==> config.mk <==
export PLATFORM = sky130hd
export DESIGN_NAME = ssp_port
export DESIGN_NICKNAME = d
export VERILOG_FILES = /design/src/rtl/ssp_pkg.sv /design/src/rtl/ssp_port.sv /design/src/rtl/ssp_shifter.sv
export SDC_FILE = /design/constraint.sdc
export NUM_CORES = 1
export LEC_CHECK = 0
export BUFFER_PORTS_ARGS = -buffer_cell sky130_fd_sc_hd__buf_4
export CAP_MARGIN = 40
export CORE_ASPECT_RATIO = 0.5
export CORE_UTILIZATION = 48
export CTS_CLUSTER_DIAMETER = 40
export DETAILED_ROUTE_END_ITERATION = 8
export HOLD_SLACK_MARGIN = 0.15
export PLACE_DENSITY = 0.69
export REMOVE_ABC_BUFFERS = 1
export SYNTH_ARGS = -nofsm -noshare
export SYNTH_HDL_FRONTEND = slang
export SYNTH_SLANG_ARGS = --single-unit
==> constraint.sdc <==
create_clock -name mclk -period 3.5 [get_ports mclk]
set_input_delay 0.175 -clock mclk [delete_from_list [all_inputs] [get_ports mclk]]
set_output_delay 0.175 -clock mclk [all_outputs]
set_load 0.02 [all_outputs]
==> src/rtl/ssp_pkg.sv <==
/*
 package for the synchronous slave serial port: register offsets, field
 positions, reset values, link states and carrier structs.
 assumes a plain register port with one-cycle strobes and an 8-bit data path.
*/
package ssp_pkg;
	// ==========================================
	// register offsets
	localparam logic [3:0] OFF_TX_STATUS_CONTROL = 4'h0;
	localparam logic [3:0] OFF_RX_STATUS_CONTROL = 4'h1;
	localparam logic [3:0] OFF_TX_HOLDING_REGISTER = 4'h2;
	localparam logic [3:0] OFF_RX_DATA_BUFFER = 4'h3;
	localparam logic [3:0] OFF_PERIPHERAL_IRQ_ENABLE_ONE = 4'h4;
	localparam logic [3:0] OFF_PERIPHERAL_IRQ_FLAG_ONE = 4'h5;
	localparam logic [3:0] OFF_BAUD_DIVISOR_LOW = 4'h6;
	localparam logic [3:0] OFF_BAUD_DIVISOR_HIGH = 4'h7;
	localparam logic [3:0] OFF_BAUD_CONTROL_FIRST = 4'h8;
	localparam logic [3:0] OFF_CORE_IRQ_CONTROL = 4'h9;
	localparam logic [3:0] OFF_SLEEP_CONTROL = 4'ha;

	// ==========================================
	// field positions, tx_status_control
	localparam int TX_CLOCK_SOURCE_BIT = 7;
	localparam int TX_NINE_BIT = 6;
	localparam int TX_ENABLE_BIT = 5;
	localparam int TX_SYNC_BIT = 4;
	localparam int TX_SHIFT_EMPTY_BIT = 1;
	localparam int TX_NINTH_DATA_BIT = 0;
	// rx_status_control
	localparam int RX_PORT_ENABLE_BIT = 7;
	localparam int RX_NINE_BIT = 6;
	localparam int RX_SINGLE_BIT = 5;
	localparam int RX_CONT_BIT = 4;
	localparam int RX_FRAMING_BIT = 2;
	localparam int RX_OVERRUN_BIT = 1;
	localparam int RX_NINTH_DATA_BIT = 0;
	// peripheral enable and flag
	localparam int PI_RECEIVE_BIT = 5;
	localparam int PI_TRANSMIT_BIT = 4;
	// core irq control
	localparam int CORE_GLOBAL_BIT = 7;
	localparam int CORE_PERIPH_BIT = 6;
	// baud control
	localparam int BAUD_RX_IDLE_BIT = 6;

	// ==========================================
	// reset values and sizes
	localparam logic [7:0] BYTE_ZERO = 8'h00;
	localparam logic [8:0] CHAR_ZERO = 9'h000;
	localparam logic [3:0] COUNT_ZERO = 4'h0;
	localparam logic [3:0] BITS_EIGHT = 4'h8;
	localparam logic [3:0] BITS_NINE = 4'h9;
	localparam logic [1:0] FIFO_DEPTH = 2'h2;

	// link clock in the bench: 160 ns, core clock 20 ns
	localparam int LINK_PERIOD_NS = 160;
	localparam int CORE_PERIOD_NS = 20;
	localparam int LINK_CYCLES = LINK_PERIOD_NS / CORE_PERIOD_NS;

	// ==========================================
	// register bus carrier
	typedef struct packed {
		logic [3:0] addr;
		logic [7:0] wdata;
		logic wr;
		logic rd;
	} ssp_bus_t;

	// configuration seen by the shifter
	typedef struct packed {
		logic port_enable;
		logic sync_select;
		logic clock_source_master_select;
		logic transmit_enable;
		logic transmit_nine_bit_select;
		logic receive_nine_bit_select;
		logic continuous_receive_enable;
		logic single_receive_enable;
	} ssp_cfg_t;

	typedef enum logic [1:0] {
		SSP_IDLE,
		SSP_TX,
		SSP_RX
	} ssp_link_t;
endpackage

==> src/rtl/ssp_port.sv <==
/*
 synchronous slave serial port: register file, transmit holding and shift
 control, two-entry receive buffer, overrun, and wake and interrupt outputs.
 assumes an external master drives the clock line; sleep comes from the core.
*/
// What this block does
// - clock source clear selects slave operation
// - both receive enables clear means transmit
// - sync select and port enable activate port
// - slave transmit mirrors master, external clock
// - second word held, transmit flag stays clear
// - move held word, then set transmit flag
// - transmit flag wakes core, vectors if global
// - receive flag on full character, gated irq
// - overrun cleared by continuous or port enable
// - slave receives only with continuous enable, single enable alone receives nothing
// - continuous receive works during sleep
// - received character wakes core from sleep
// - external clock, change lead, sample trail
// - two-entry receive buffer, flag while unread
// - third character sets overrun, keeps data
`timescale 1ns/1ps
module ssp_port (
	input wire logic mclk,
	input wire logic reset_n,
	input wire logic [3:0] reg_addr,
	input wire logic [7:0] reg_wdata,
	input wire logic reg_wr,
	input wire logic reg_rd,
	output logic [7:0] reg_rdata,
	input wire logic core_sleep,
	input wire logic clock_line_pin_in,
	output logic clock_line_pin_out,
	output logic clock_line_pin_oe_n,
	input wire logic data_line_pin_in,
	output logic data_line_pin_out,
	output logic data_line_pin_oe_n,
	output logic core_wake,
	output logic core_irq
);
	typedef struct packed {
		logic [7:0] rdata;
		logic [1:0] ck_sync;
		logic [1:0] dt_sync;
		logic [7:0] tx_status_control;
		logic [7:0] rx_status_control;
		logic [7:0] pie;
		logic [7:0] core_irq_control;
		logic [7:0] div_lo;
		logic [7:0] div_hi;
		logic [7:0] baud;
		logic [8:0] hold;
		logic hold_full;
		logic tx_flag;
		logic [8:0] fifo0;
		logic [8:0] fifo1;
		logic [1:0] fifo_cnt;
		logic overrun;
		logic dat_out;
		logic dat_oe_n;
		logic wake;
		logic irq;
	} ssp_state_t;

	ssp_state_t s_q, s_d;
	ssp_pkg::ssp_bus_t bus;
	ssp_pkg::ssp_cfg_t cfg;
	logic sh_busy;
	logic sh_done;
	logic [8:0] sh_char;
	logic sh_dat;
	logic sh_clear;
	logic tx_mode;
	logic rx_mode;
	logic sh_load;

	assign bus = '{addr: reg_addr, wdata: reg_wdata, wr: reg_wr, rd: reg_rd};

	// ==========================================
	// configuration decode
	always_comb begin
		cfg.port_enable = s_q.rx_status_control[ssp_pkg::RX_PORT_ENABLE_BIT];
		cfg.sync_select = s_q.tx_status_control[ssp_pkg::TX_SYNC_BIT];
		cfg.clock_source_master_select = s_q.tx_status_control[ssp_pkg::TX_CLOCK_SOURCE_BIT];
		cfg.transmit_enable = s_q.tx_status_control[ssp_pkg::TX_ENABLE_BIT];
		cfg.transmit_nine_bit_select = s_q.tx_status_control[ssp_pkg::TX_NINE_BIT];
		cfg.receive_nine_bit_select = s_q.rx_status_control[ssp_pkg::RX_NINE_BIT];
		cfg.continuous_receive_enable = s_q.rx_status_control[ssp_pkg::RX_CONT_BIT];
		cfg.single_receive_enable = s_q.rx_status_control[ssp_pkg::RX_SINGLE_BIT];
	end

	// port live only as synchronous slave
	function automatic logic slave_live(input ssp_pkg::ssp_cfg_t c);
		slave_live = c.port_enable && c.sync_select && !c.clock_source_master_select;
	endfunction

	// only continuous receive enable selects receive direction; either enable blocks transmit
	assign rx_mode = slave_live(cfg) && cfg.continuous_receive_enable && !s_q.overrun;
	assign tx_mode = slave_live(cfg) && !cfg.continuous_receive_enable && !cfg.single_receive_enable
		&& cfg.transmit_enable;
	assign sh_clear = !slave_live(cfg);
	// held word waits until transmit direction is live; a further write replaces it and port disable drops it
	assign sh_load = s_q.hold_full && !sh_busy && tx_mode;

	// ==========================================
	// link shifter
	ssp_shifter u_shift (
		.mclk(mclk),
		.reset_n(reset_n),
		.clear(sh_clear),
		.clk_sync(s_q.ck_sync[1]),
		.dat_sync(s_q.dt_sync[1]),
		.tx_mode(tx_mode),
		.rx_mode(rx_mode),
		.nine(tx_mode ? cfg.transmit_nine_bit_select : cfg.receive_nine_bit_select),
		.load(sh_load),
		.load_char(s_q.hold),
		.busy(sh_busy),
		.rx_done(sh_done),
		.rx_char(sh_char),
		.dat_out(sh_dat)
	);

	// ==========================================
	// next state
	always_comb begin
		logic pop;
		logic hold_wr;
		s_d = s_q;
		pop = 1'b0;
		hold_wr = bus.wr && bus.addr == ssp_pkg::OFF_TX_HOLDING_REGISTER;
		// input synchronisers
		s_d.ck_sync = {s_q.ck_sync[0], clock_line_pin_in};
		s_d.dt_sync = {s_q.dt_sync[0], data_line_pin_in};

		// register reads, data one cycle later
		s_d.rdata = ssp_pkg::BYTE_ZERO;
		if (bus.rd) begin
			unique case (bus.addr)
				ssp_pkg::OFF_TX_STATUS_CONTROL: s_d.rdata = {s_q.tx_status_control[7:2], !sh_busy, s_q.tx_status_control[0]};
				ssp_pkg::OFF_RX_STATUS_CONTROL: s_d.rdata = {s_q.rx_status_control[7:3], 1'b0, s_q.overrun,
					s_q.fifo0[8]};
				ssp_pkg::OFF_RX_DATA_BUFFER: begin
					s_d.rdata = s_q.fifo0[7:0];
					pop = s_q.fifo_cnt != 2'h0;
				end
				ssp_pkg::OFF_PERIPHERAL_IRQ_ENABLE_ONE: s_d.rdata = s_q.pie;
				ssp_pkg::OFF_PERIPHERAL_IRQ_FLAG_ONE: begin
					s_d.rdata[ssp_pkg::PI_RECEIVE_BIT] = s_q.fifo_cnt != 2'h0;
					s_d.rdata[ssp_pkg::PI_TRANSMIT_BIT] = s_q.tx_flag;
				end
				ssp_pkg::OFF_BAUD_DIVISOR_LOW: s_d.rdata = s_q.div_lo;
				ssp_pkg::OFF_BAUD_DIVISOR_HIGH: s_d.rdata = s_q.div_hi;
				ssp_pkg::OFF_BAUD_CONTROL_FIRST: begin
					s_d.rdata = s_q.baud;
					s_d.rdata[ssp_pkg::BAUD_RX_IDLE_BIT] = !rx_mode;
				end
				ssp_pkg::OFF_CORE_IRQ_CONTROL: s_d.rdata = s_q.core_irq_control;
				default: s_d.rdata = ssp_pkg::BYTE_ZERO;
			endcase
		end

		// register writes
		if (bus.wr) begin
			unique case (bus.addr)
				ssp_pkg::OFF_TX_STATUS_CONTROL: s_d.tx_status_control = {bus.wdata[7:2], 1'b0, bus.wdata[0]};
				ssp_pkg::OFF_RX_STATUS_CONTROL: s_d.rx_status_control = {bus.wdata[7:3], 3'h0};
				ssp_pkg::OFF_PERIPHERAL_IRQ_ENABLE_ONE: s_d.pie = bus.wdata;
				ssp_pkg::OFF_BAUD_DIVISOR_LOW: s_d.div_lo = bus.wdata;
				ssp_pkg::OFF_BAUD_DIVISOR_HIGH: s_d.div_hi = bus.wdata;
				ssp_pkg::OFF_BAUD_CONTROL_FIRST: s_d.baud = bus.wdata;
				ssp_pkg::OFF_CORE_IRQ_CONTROL: s_d.core_irq_control = bus.wdata;
				default: s_d.baud = s_q.baud;
			endcase
		end

		// holding register, ninth bit taken from tx status at write time
		if (sh_load) begin
			s_d.hold_full = 1'b0;
		end
		if (hold_wr) begin
			s_d.hold = {s_q.tx_status_control[ssp_pkg::TX_NINTH_DATA_BIT] & cfg.transmit_nine_bit_select,
				bus.wdata};
			s_d.hold_full = 1'b1;
		end

		// transmit flag tracks an empty holding register; write clears it
		s_d.tx_flag = !s_d.hold_full && !hold_wr;

		// receive buffer: pop then push, overrun on third character
		if (pop) begin
			s_d.fifo0 = s_q.fifo1;
			s_d.fifo_cnt = s_q.fifo_cnt - 2'h1;
		end
		if (sh_done) begin
			if (s_d.fifo_cnt == ssp_pkg::FIFO_DEPTH) begin
				s_d.overrun = 1'b1;
			end else if (s_d.fifo_cnt == 2'h1) begin
				s_d.fifo1 = sh_char;
				s_d.fifo_cnt = 2'h2;
			end else begin
				s_d.fifo0 = sh_char;
				s_d.fifo_cnt = 2'h1;
			end
		end

		// clearing continuous or port enable drops the overrun
		if (!s_d.rx_status_control[ssp_pkg::RX_CONT_BIT] || !s_d.rx_status_control[ssp_pkg::RX_PORT_ENABLE_BIT]) begin
			s_d.overrun = 1'b0;
		end
		// port disable empties the holding register and receive buffer and clears the transmit flag
		if (!s_d.rx_status_control[ssp_pkg::RX_PORT_ENABLE_BIT]) begin
			s_d.hold_full = 1'b0;
			s_d.fifo_cnt = 2'h0;
			s_d.fifo0 = ssp_pkg::CHAR_ZERO;
			s_d.fifo1 = ssp_pkg::CHAR_ZERO;
			s_d.tx_flag = 1'b0;
		end

		// data pin driven only while transmitting; clock pin never driven
		s_d.dat_out = sh_dat;
		s_d.dat_oe_n = !tx_mode;

		// wake and interrupt request
		s_d.wake = core_sleep && s_q.core_irq_control[ssp_pkg::CORE_PERIPH_BIT] &&
			((s_q.tx_flag && s_q.pie[ssp_pkg::PI_TRANSMIT_BIT]) ||
			(s_q.fifo_cnt != 2'h0 && s_q.pie[ssp_pkg::PI_RECEIVE_BIT]));
		s_d.irq = s_q.core_irq_control[ssp_pkg::CORE_GLOBAL_BIT] && s_q.core_irq_control[ssp_pkg::CORE_PERIPH_BIT] &&
			((s_q.tx_flag && s_q.pie[ssp_pkg::PI_TRANSMIT_BIT]) ||
			(s_q.fifo_cnt != 2'h0 && s_q.pie[ssp_pkg::PI_RECEIVE_BIT]));
	end

	// state register
	always_ff @(posedge mclk or negedge reset_n) begin
		if (!reset_n) begin
			s_q <= '0;
			s_q.dat_oe_n <= 1'b1;
		end else begin
			s_q <= s_d;
		end
	end

	// outputs straight from flops; clock pin outputs tied to constants
	assign reg_rdata = s_q.rdata;
	assign data_line_pin_out = s_q.dat_out;
	assign data_line_pin_oe_n = s_q.dat_oe_n;
	assign clock_line_pin_out = 1'b0;
	assign clock_line_pin_oe_n = 1'b1;
	assign core_wake = s_q.wake;
	assign core_irq = s_q.irq;
endmodule

==> src/rtl/ssp_shifter.sv <==
/*
 link side shifter: samples the external clock line, finds its edges, and
 shifts one bit per link clock cycle out of or into a 9-bit register.
 assumes the clock line and data line are already two-flop synchronised.
*/
`timescale 1ns/1ps
module ssp_shifter (
	input wire logic mclk,
	input wire logic reset_n,
	input wire logic clear,
	input wire logic clk_sync,
	input wire logic dat_sync,
	input wire logic tx_mode,
	input wire logic rx_mode,
	input wire logic nine,
	input wire logic load,
	input wire logic [8:0] load_char,
	output logic busy,
	output logic rx_done,
	output logic [8:0] rx_char,
	output logic dat_out
);
	typedef struct packed {
		logic clk_prev;
		logic busy;
		logic rx_done;
		logic [8:0] sh;
		logic [3:0] cnt;
		logic dat_out;
	} ssp_sh_state_t;

	ssp_sh_state_t s_q, s_d;

	// ==========================================
	// leading edge drives data, trailing edge samples it
	always_comb begin
		logic rise;
		logic fall;
		logic [3:0] width;
		rise = clk_sync & ~s_q.clk_prev;
		fall = ~clk_sync & s_q.clk_prev;
		width = nine ? ssp_pkg::BITS_NINE : ssp_pkg::BITS_EIGHT;
		s_d = s_q;
		s_d.clk_prev = clk_sync;
		s_d.rx_done = 1'b0;
		if (clear) begin
			s_d.busy = 1'b0;
			s_d.cnt = ssp_pkg::COUNT_ZERO;
		end else if (tx_mode) begin
			if (load && !s_q.busy) begin
				s_d.sh = load_char;
				s_d.busy = 1'b1;
				s_d.cnt = ssp_pkg::COUNT_ZERO;
			end else if (s_q.busy && rise) begin
				s_d.dat_out = s_q.sh[0];
				s_d.sh = {1'b0, s_q.sh[8:1]};
			end else if (s_q.busy && fall) begin
				s_d.cnt = s_q.cnt + 4'h1;
				if (s_q.cnt + 4'h1 == width) begin
					s_d.busy = 1'b0;
					s_d.cnt = ssp_pkg::COUNT_ZERO;
				end
			end
		end else if (rx_mode) begin
			if (fall) begin
				s_d.sh = nine ? {dat_sync, s_q.sh[8:1]} : {1'b0, dat_sync, s_q.sh[7:1]};
				s_d.cnt = s_q.cnt + 4'h1;
				s_d.busy = 1'b1;
				if (s_q.cnt + 4'h1 == width) begin
					s_d.rx_done = 1'b1;
					s_d.busy = 1'b0;
					s_d.cnt = ssp_pkg::COUNT_ZERO;
				end
			end
		end else begin
			// no direction selected: drop any partial character
			s_d.busy = 1'b0;
			s_d.cnt = ssp_pkg::COUNT_ZERO;
		end
	end

	// state register
	always_ff @(posedge mclk or negedge reset_n) begin
		if (!reset_n) begin
			s_q <= '0;
		end else begin
			s_q <= s_d;
		end
	end

	assign busy = s_q.busy;
	assign rx_done = s_q.rx_done;
	assign rx_char = s_q.sh;
	assign dat_out = s_q.dat_out;
endmodule

======== Yosys cells after proc, flatten, opt, wreduce, memory -nomap -nowiden ========
Cells that the tools add are included.
storage, ports and cells
  output and inout bits ................... 14
  word-level logic and storage cells ...... 156
  flip-flop bits (word level) ............. 117
  input bits .............................. 19
cells by class
  equality and inequality tests ........... 20
  multiplexer cells ....................... 48
  bitwise operators ....................... 6
  reductions and logical operators ........ 52
  add/subtract/negate cells ............... 2
operator list
  operator                                                          count
  8-bit 2-to-1 mux                                                  7
  48-bit 2-to-1 mux                                                 1
  9-bit 2-to-1 mux                                                  5
  4-bit one-hot mux with 8 select lines                             1
  13-bit 2-to-1 mux                                                 2
  22-bit 2-to-1 mux                                                 1
  21-bit 2-to-1 mux                                                 1
  1-bit logical AND                                                 20
  10-bit 2-to-1 mux                                                 2
  20-bit 2-to-1 mux                                                 1
  4-bit 2-to-1 mux                                                  5
  2-bit one-hot mux with 9 select lines                             1
  4-bit by 3-bit == test with 1-bit output (second input constant)  4
  1-bit 2-to-1 mux                                                  16
  2-bit one-hot mux with 8 select lines                             1
  2-bit AND reduction                                               8
  15-bit 2-to-1 mux                                                 1
  4-bit AND reduction                                               3
  1-bit logical NOT                                                 11
  2-bit nonzero test                                                5
  4-bit by 2-bit == test with 1-bit output (second input constant)  2
  4-bit == test (second input constant)                             2
  4-bit by 2-bit != test with 1-bit output (second input constant)  2
  4-bit by 3-bit != test with 1-bit output (second input constant)  2
  15 further kinds                                                  24

======== Depth between registers and ports, before layout ========
  depth after elaboration ................. 14
  mapped depth ............................ 13
  depth with buffers taken out ............ 11

======== Cells and area by module ========
Synthesis repeated with hierarchy kept, for this count alone.
second synthesis, totals
  cell total of the unflattened synthesis .. 477
  area total of the unflattened synthesis .. 5703.0 um^2
modules (own cells, without submodules)
  module       cells each  area each (um^2)  seq. area each (um^2)  instances
  ssp_port     381         4655.7            2478.6                 1
  ssp_shifter  96          1047.3            425.4                  1

======== Least setup slack after synthesis ========
Ideal clock, no wire load.
  path kind ............................... register to register
  start point ............................. register s_q[5] in the netlist's numbering
  end point ............................... register s_q[24] in the netlist's numbering
  period minus slack after synthesis ...... 2.567 ns
  required time ........................... 3.406 ns
  data arrival time ....................... 2.473 ns
  buffers on the path ..................... 3
  slack ................................... 0.933 ns
  library setup time ...................... 0.094 ns
  cell stages (with the launch flop) ...... 13
  cell sequence ........................... dfrtp_1 inv_1 ha_1 nor2b_1 nand4_1 buf_2 xnor2_1 inv_1 ha_1 or3b_2 clkbuf_1 buf_2 a211oi_1
RTL lines
  element      RTL line        text
  from (decl)  ssp_port.sv:65  ssp_state_t s_q, s_d;

==> reports/metrics.csv <==
metric;value;unit
finish.utilization;59.61;%
switchingPower;0.001019;W
path_cells;inv_1 -> ha_1 -> nor2b_1 -> nand4_1 -> buf_4 -> o21ai_0 -> inv_1 -> ha_1 -> or3b_2 -> nor2_1 -> a211oi_1;
max_stage_delay;0.65;ns
syn2layout_area_growth;19.58;%
antenna_found_initial;0;
via_per_inst;5.729;
hpwlAfterDp;8.511;mm
initial_core_util;49.85;%
netlist_instances;480;
clkPwrFrac;46.7;%
arrival;2.97;ns
comb_power_share;11.8;%
final_area;0.006625;mm^2
vdd_drop_max;0.0003250;V
tritoncts;done;
layout.nets;541;
drive_gt1_share;25.80;%
ctsHoldBuffers;14;
min_path_type;input port to flop;
slew_violations;0;
critical_path_buf_inv_count;3;
period_needed;2.703;ns
synth_fa_ha_area_share;0.9033;%
clock_latency;0.41;ns
powerDensity;629.5;mW/mm^2
startpoint_type;flop;
leakage;3.082;nW
placed_area;0.005829;mm^2
switching_share;24.43;%
end_kind;flop;
finalSetupTns;0;ns
synth_area_leader_cell;dfrtp_1;
die_h;77.97;um
skew;0.008597;ns
tightest_slew;0.7922;ns
grt_pass1_vias;3735;
synth.distinct_cells;64;
muxShareOfSynthArea;17.89;%
path_clk_slew;0.05;ns
drt_wl_total;13.08;mm
period_share;77.22;%
gr-total-overflow;0;
path_class;flop to flop;
coreArea;0.01111;mm^2
fp.dieArea;0.01200;mm^2
synth_compound_gate_area_share;11.40;%
cts_resized;0;
grt_usage;24.11;%
diodes;0;
firstDrtPassIters;5;
cts-root-buf;clkbuf_16;
cts_sinks;116;
async_flop_share;100.0;%
synth_common_cells;dfrtp_1, mux2_2, nor2_1;
rsz0062_at_grt;no;
cp_top_family;simple AND/OR/NAND/NOR gates;
pin_count;33;
postRouteAntennaNets;0;
syn_area;0.005540;mm^2
whs;0.2954;ns
fillers;878;
finalHoldViolCount;0;
grt_max_degree;66;
fmax;0.3700;GHz
place_congestion;0.8562;
dr.first_iter.drc_count;327;
synth-xor-area-share;0.3162;%
finalSetupViolCount;0;
htreeDepth;4;
synthFlopType;dfrtp_1;
synth_top_family_by_area;multiplexers;
synth-seq-area-share;52.42;%
cp_data_required_time;3.77;ns
synth_area_per_cell;11.54;um^2
wire_per_inst;19.34;um
postCtsSetupRepairBufs;0;
cts_buffers;17;
crit_slowest_cell;or3b_2;
synth_edf_count;0;
max_cap_violations;0;
synthMostInstantiatedCell;dfrtp_1;
ys_ff_latch;116;
route.detailed.drc;0;
slew-limit-headroom;47.07;%
synth_top_area_share;51.94;%
synthTopCellsByArea;dfrtp_1, mux2_2, mux2i_1;
yosysWarnings;0;
p_int;0.003152;W
grt_pass1_wl;21.34;mm
pwr-share-seq;41.5;%
die_w;153.9;um
via_count;3873;
crit_fanout;18;
status;finished clean;
numPortBuffers;30;
yosys.area_share.simple;13.26;%
fp-row-count;27;
cts_max_path_buffers;2;
==> stage by stage <==
stage	setup WS (ns)	instances	power, W
6_report	0.7973	676	0.004171
5_1_grt	0.6483	676	0.004347
4_1_cts	0.8366	676	0.004180
3_5_place_dp	0.8799	630	0.002221
3_3_place_gp	0.9861	629	0.002200
2_1_floorplan	0.6573	450	0.002004
==> cells in the final DEF, fill, tap and decap left out, types with 8 or more instances in the layout <==
cell type,synthesis,routed
nor2b_1,16,16
o21ai_0,8,8
mux2i_1,27,27
nand3_1,10,10
mux2_2,58,58
nor2_1,39,39
a21oi_1,16,16
dlygate4sd3_1,0,14
a211oi_1,12,12
buf_4,10,34
nand2_1,32,32
dfrtp_1,115,115
a22oi_1,13,13
clkbuf_16,0,17
==> flip-flops by register name (all words and copies together) (netlist names), 2 cells and up <==
signal,cells
s_q,77
u_shift.rx_char,9
cfg,8
reg_rdata,8
u_shift.s_q,5
s_d,2
==> worst paths after layout <==
| check | start | end | slack, ns | depth (start not counted) |
|---|---|---|---|---|
| min in group asynchronous | reset_n | s_q[39] | 0.36 | 3 |
| max in group asynchronous | reset_n | s_q[58] | 2.45 | 3 |
| worst min-delay path | reg_addr[3] | reg_rdata[0] | 0.30 | 3 |
| worst min register to register | s_d[93] | s_q[93] | 0.35 | 0 |
| worst max register to register | s_q[5] | s_q[18] | 0.80 | 11 |
| worst max-delay path | s_q[5] | s_q[18] | 0.80 | 11 |
==> cell type report <==
| type | instances | area (um^2) | area share [%] |
|---|---|---|---|
| clock buffer | 21 | 450.4 | 6.799 |
| multi-input combinational | 327 | 2432 | 36.71 |
| inverter | 7 | 28.78 | 0.4344 |
| tap | 145 | 181.4 | 2.738 |
| sequential | 116 | 2904 | 43.83 |
| clock inverter | 11 | 205.2 | 3.097 |
| timing repair buffer | 49 | 422.9 | 6.383 |
==> routing by layer <==
layer / up-vias / global-route usage [%] / share of wire, %
met2: 106 / 36.59 / 45
met5: - / 0 / 0
met1: 1951 / 34.72 / 50
li1: 1807 / - / -
met4: 0 / 7.300 / 0.65
met3: 9 / 5.028 / 4.3
==> logic make-up after synthesis <==
family / Yosys count
and+or+nand+nor: 140
DFF: 116
muxes: 90
AOI/OAI and AO/OA: 89
buffers and inverters: 37
adders and majority gates: 4
other: 2
xor gates and xnor gates: 2
==> power groups by stage <==
stage	Combinational [W]	Sequential, W	Clock [W]
floorplan	0.000319	0.00168	0
global placement	0.000462	0.00174	0
detailed placement	0.000477	0.00174	0
CTS	0.000494	0.00172	0.00196
global route	0.000543	0.00176	0.00204
finish	0.000493	0.00173	0.00195
==> worst reg2reg max path: cells and delay by family (launching register included) <==
family / cells / cell delay [ns]
AND/OR/NAND/NOR: 4 / 1.06
adder cells (fa/ha/maj): 2 / 0.45
buffers and inverters: 3 / 0.38
flip-flops: 1 / 0.37
AO/OA/AOI/OAI: 2 / 0.31
No activity file was read; power rests on OpenSTA's default activity.
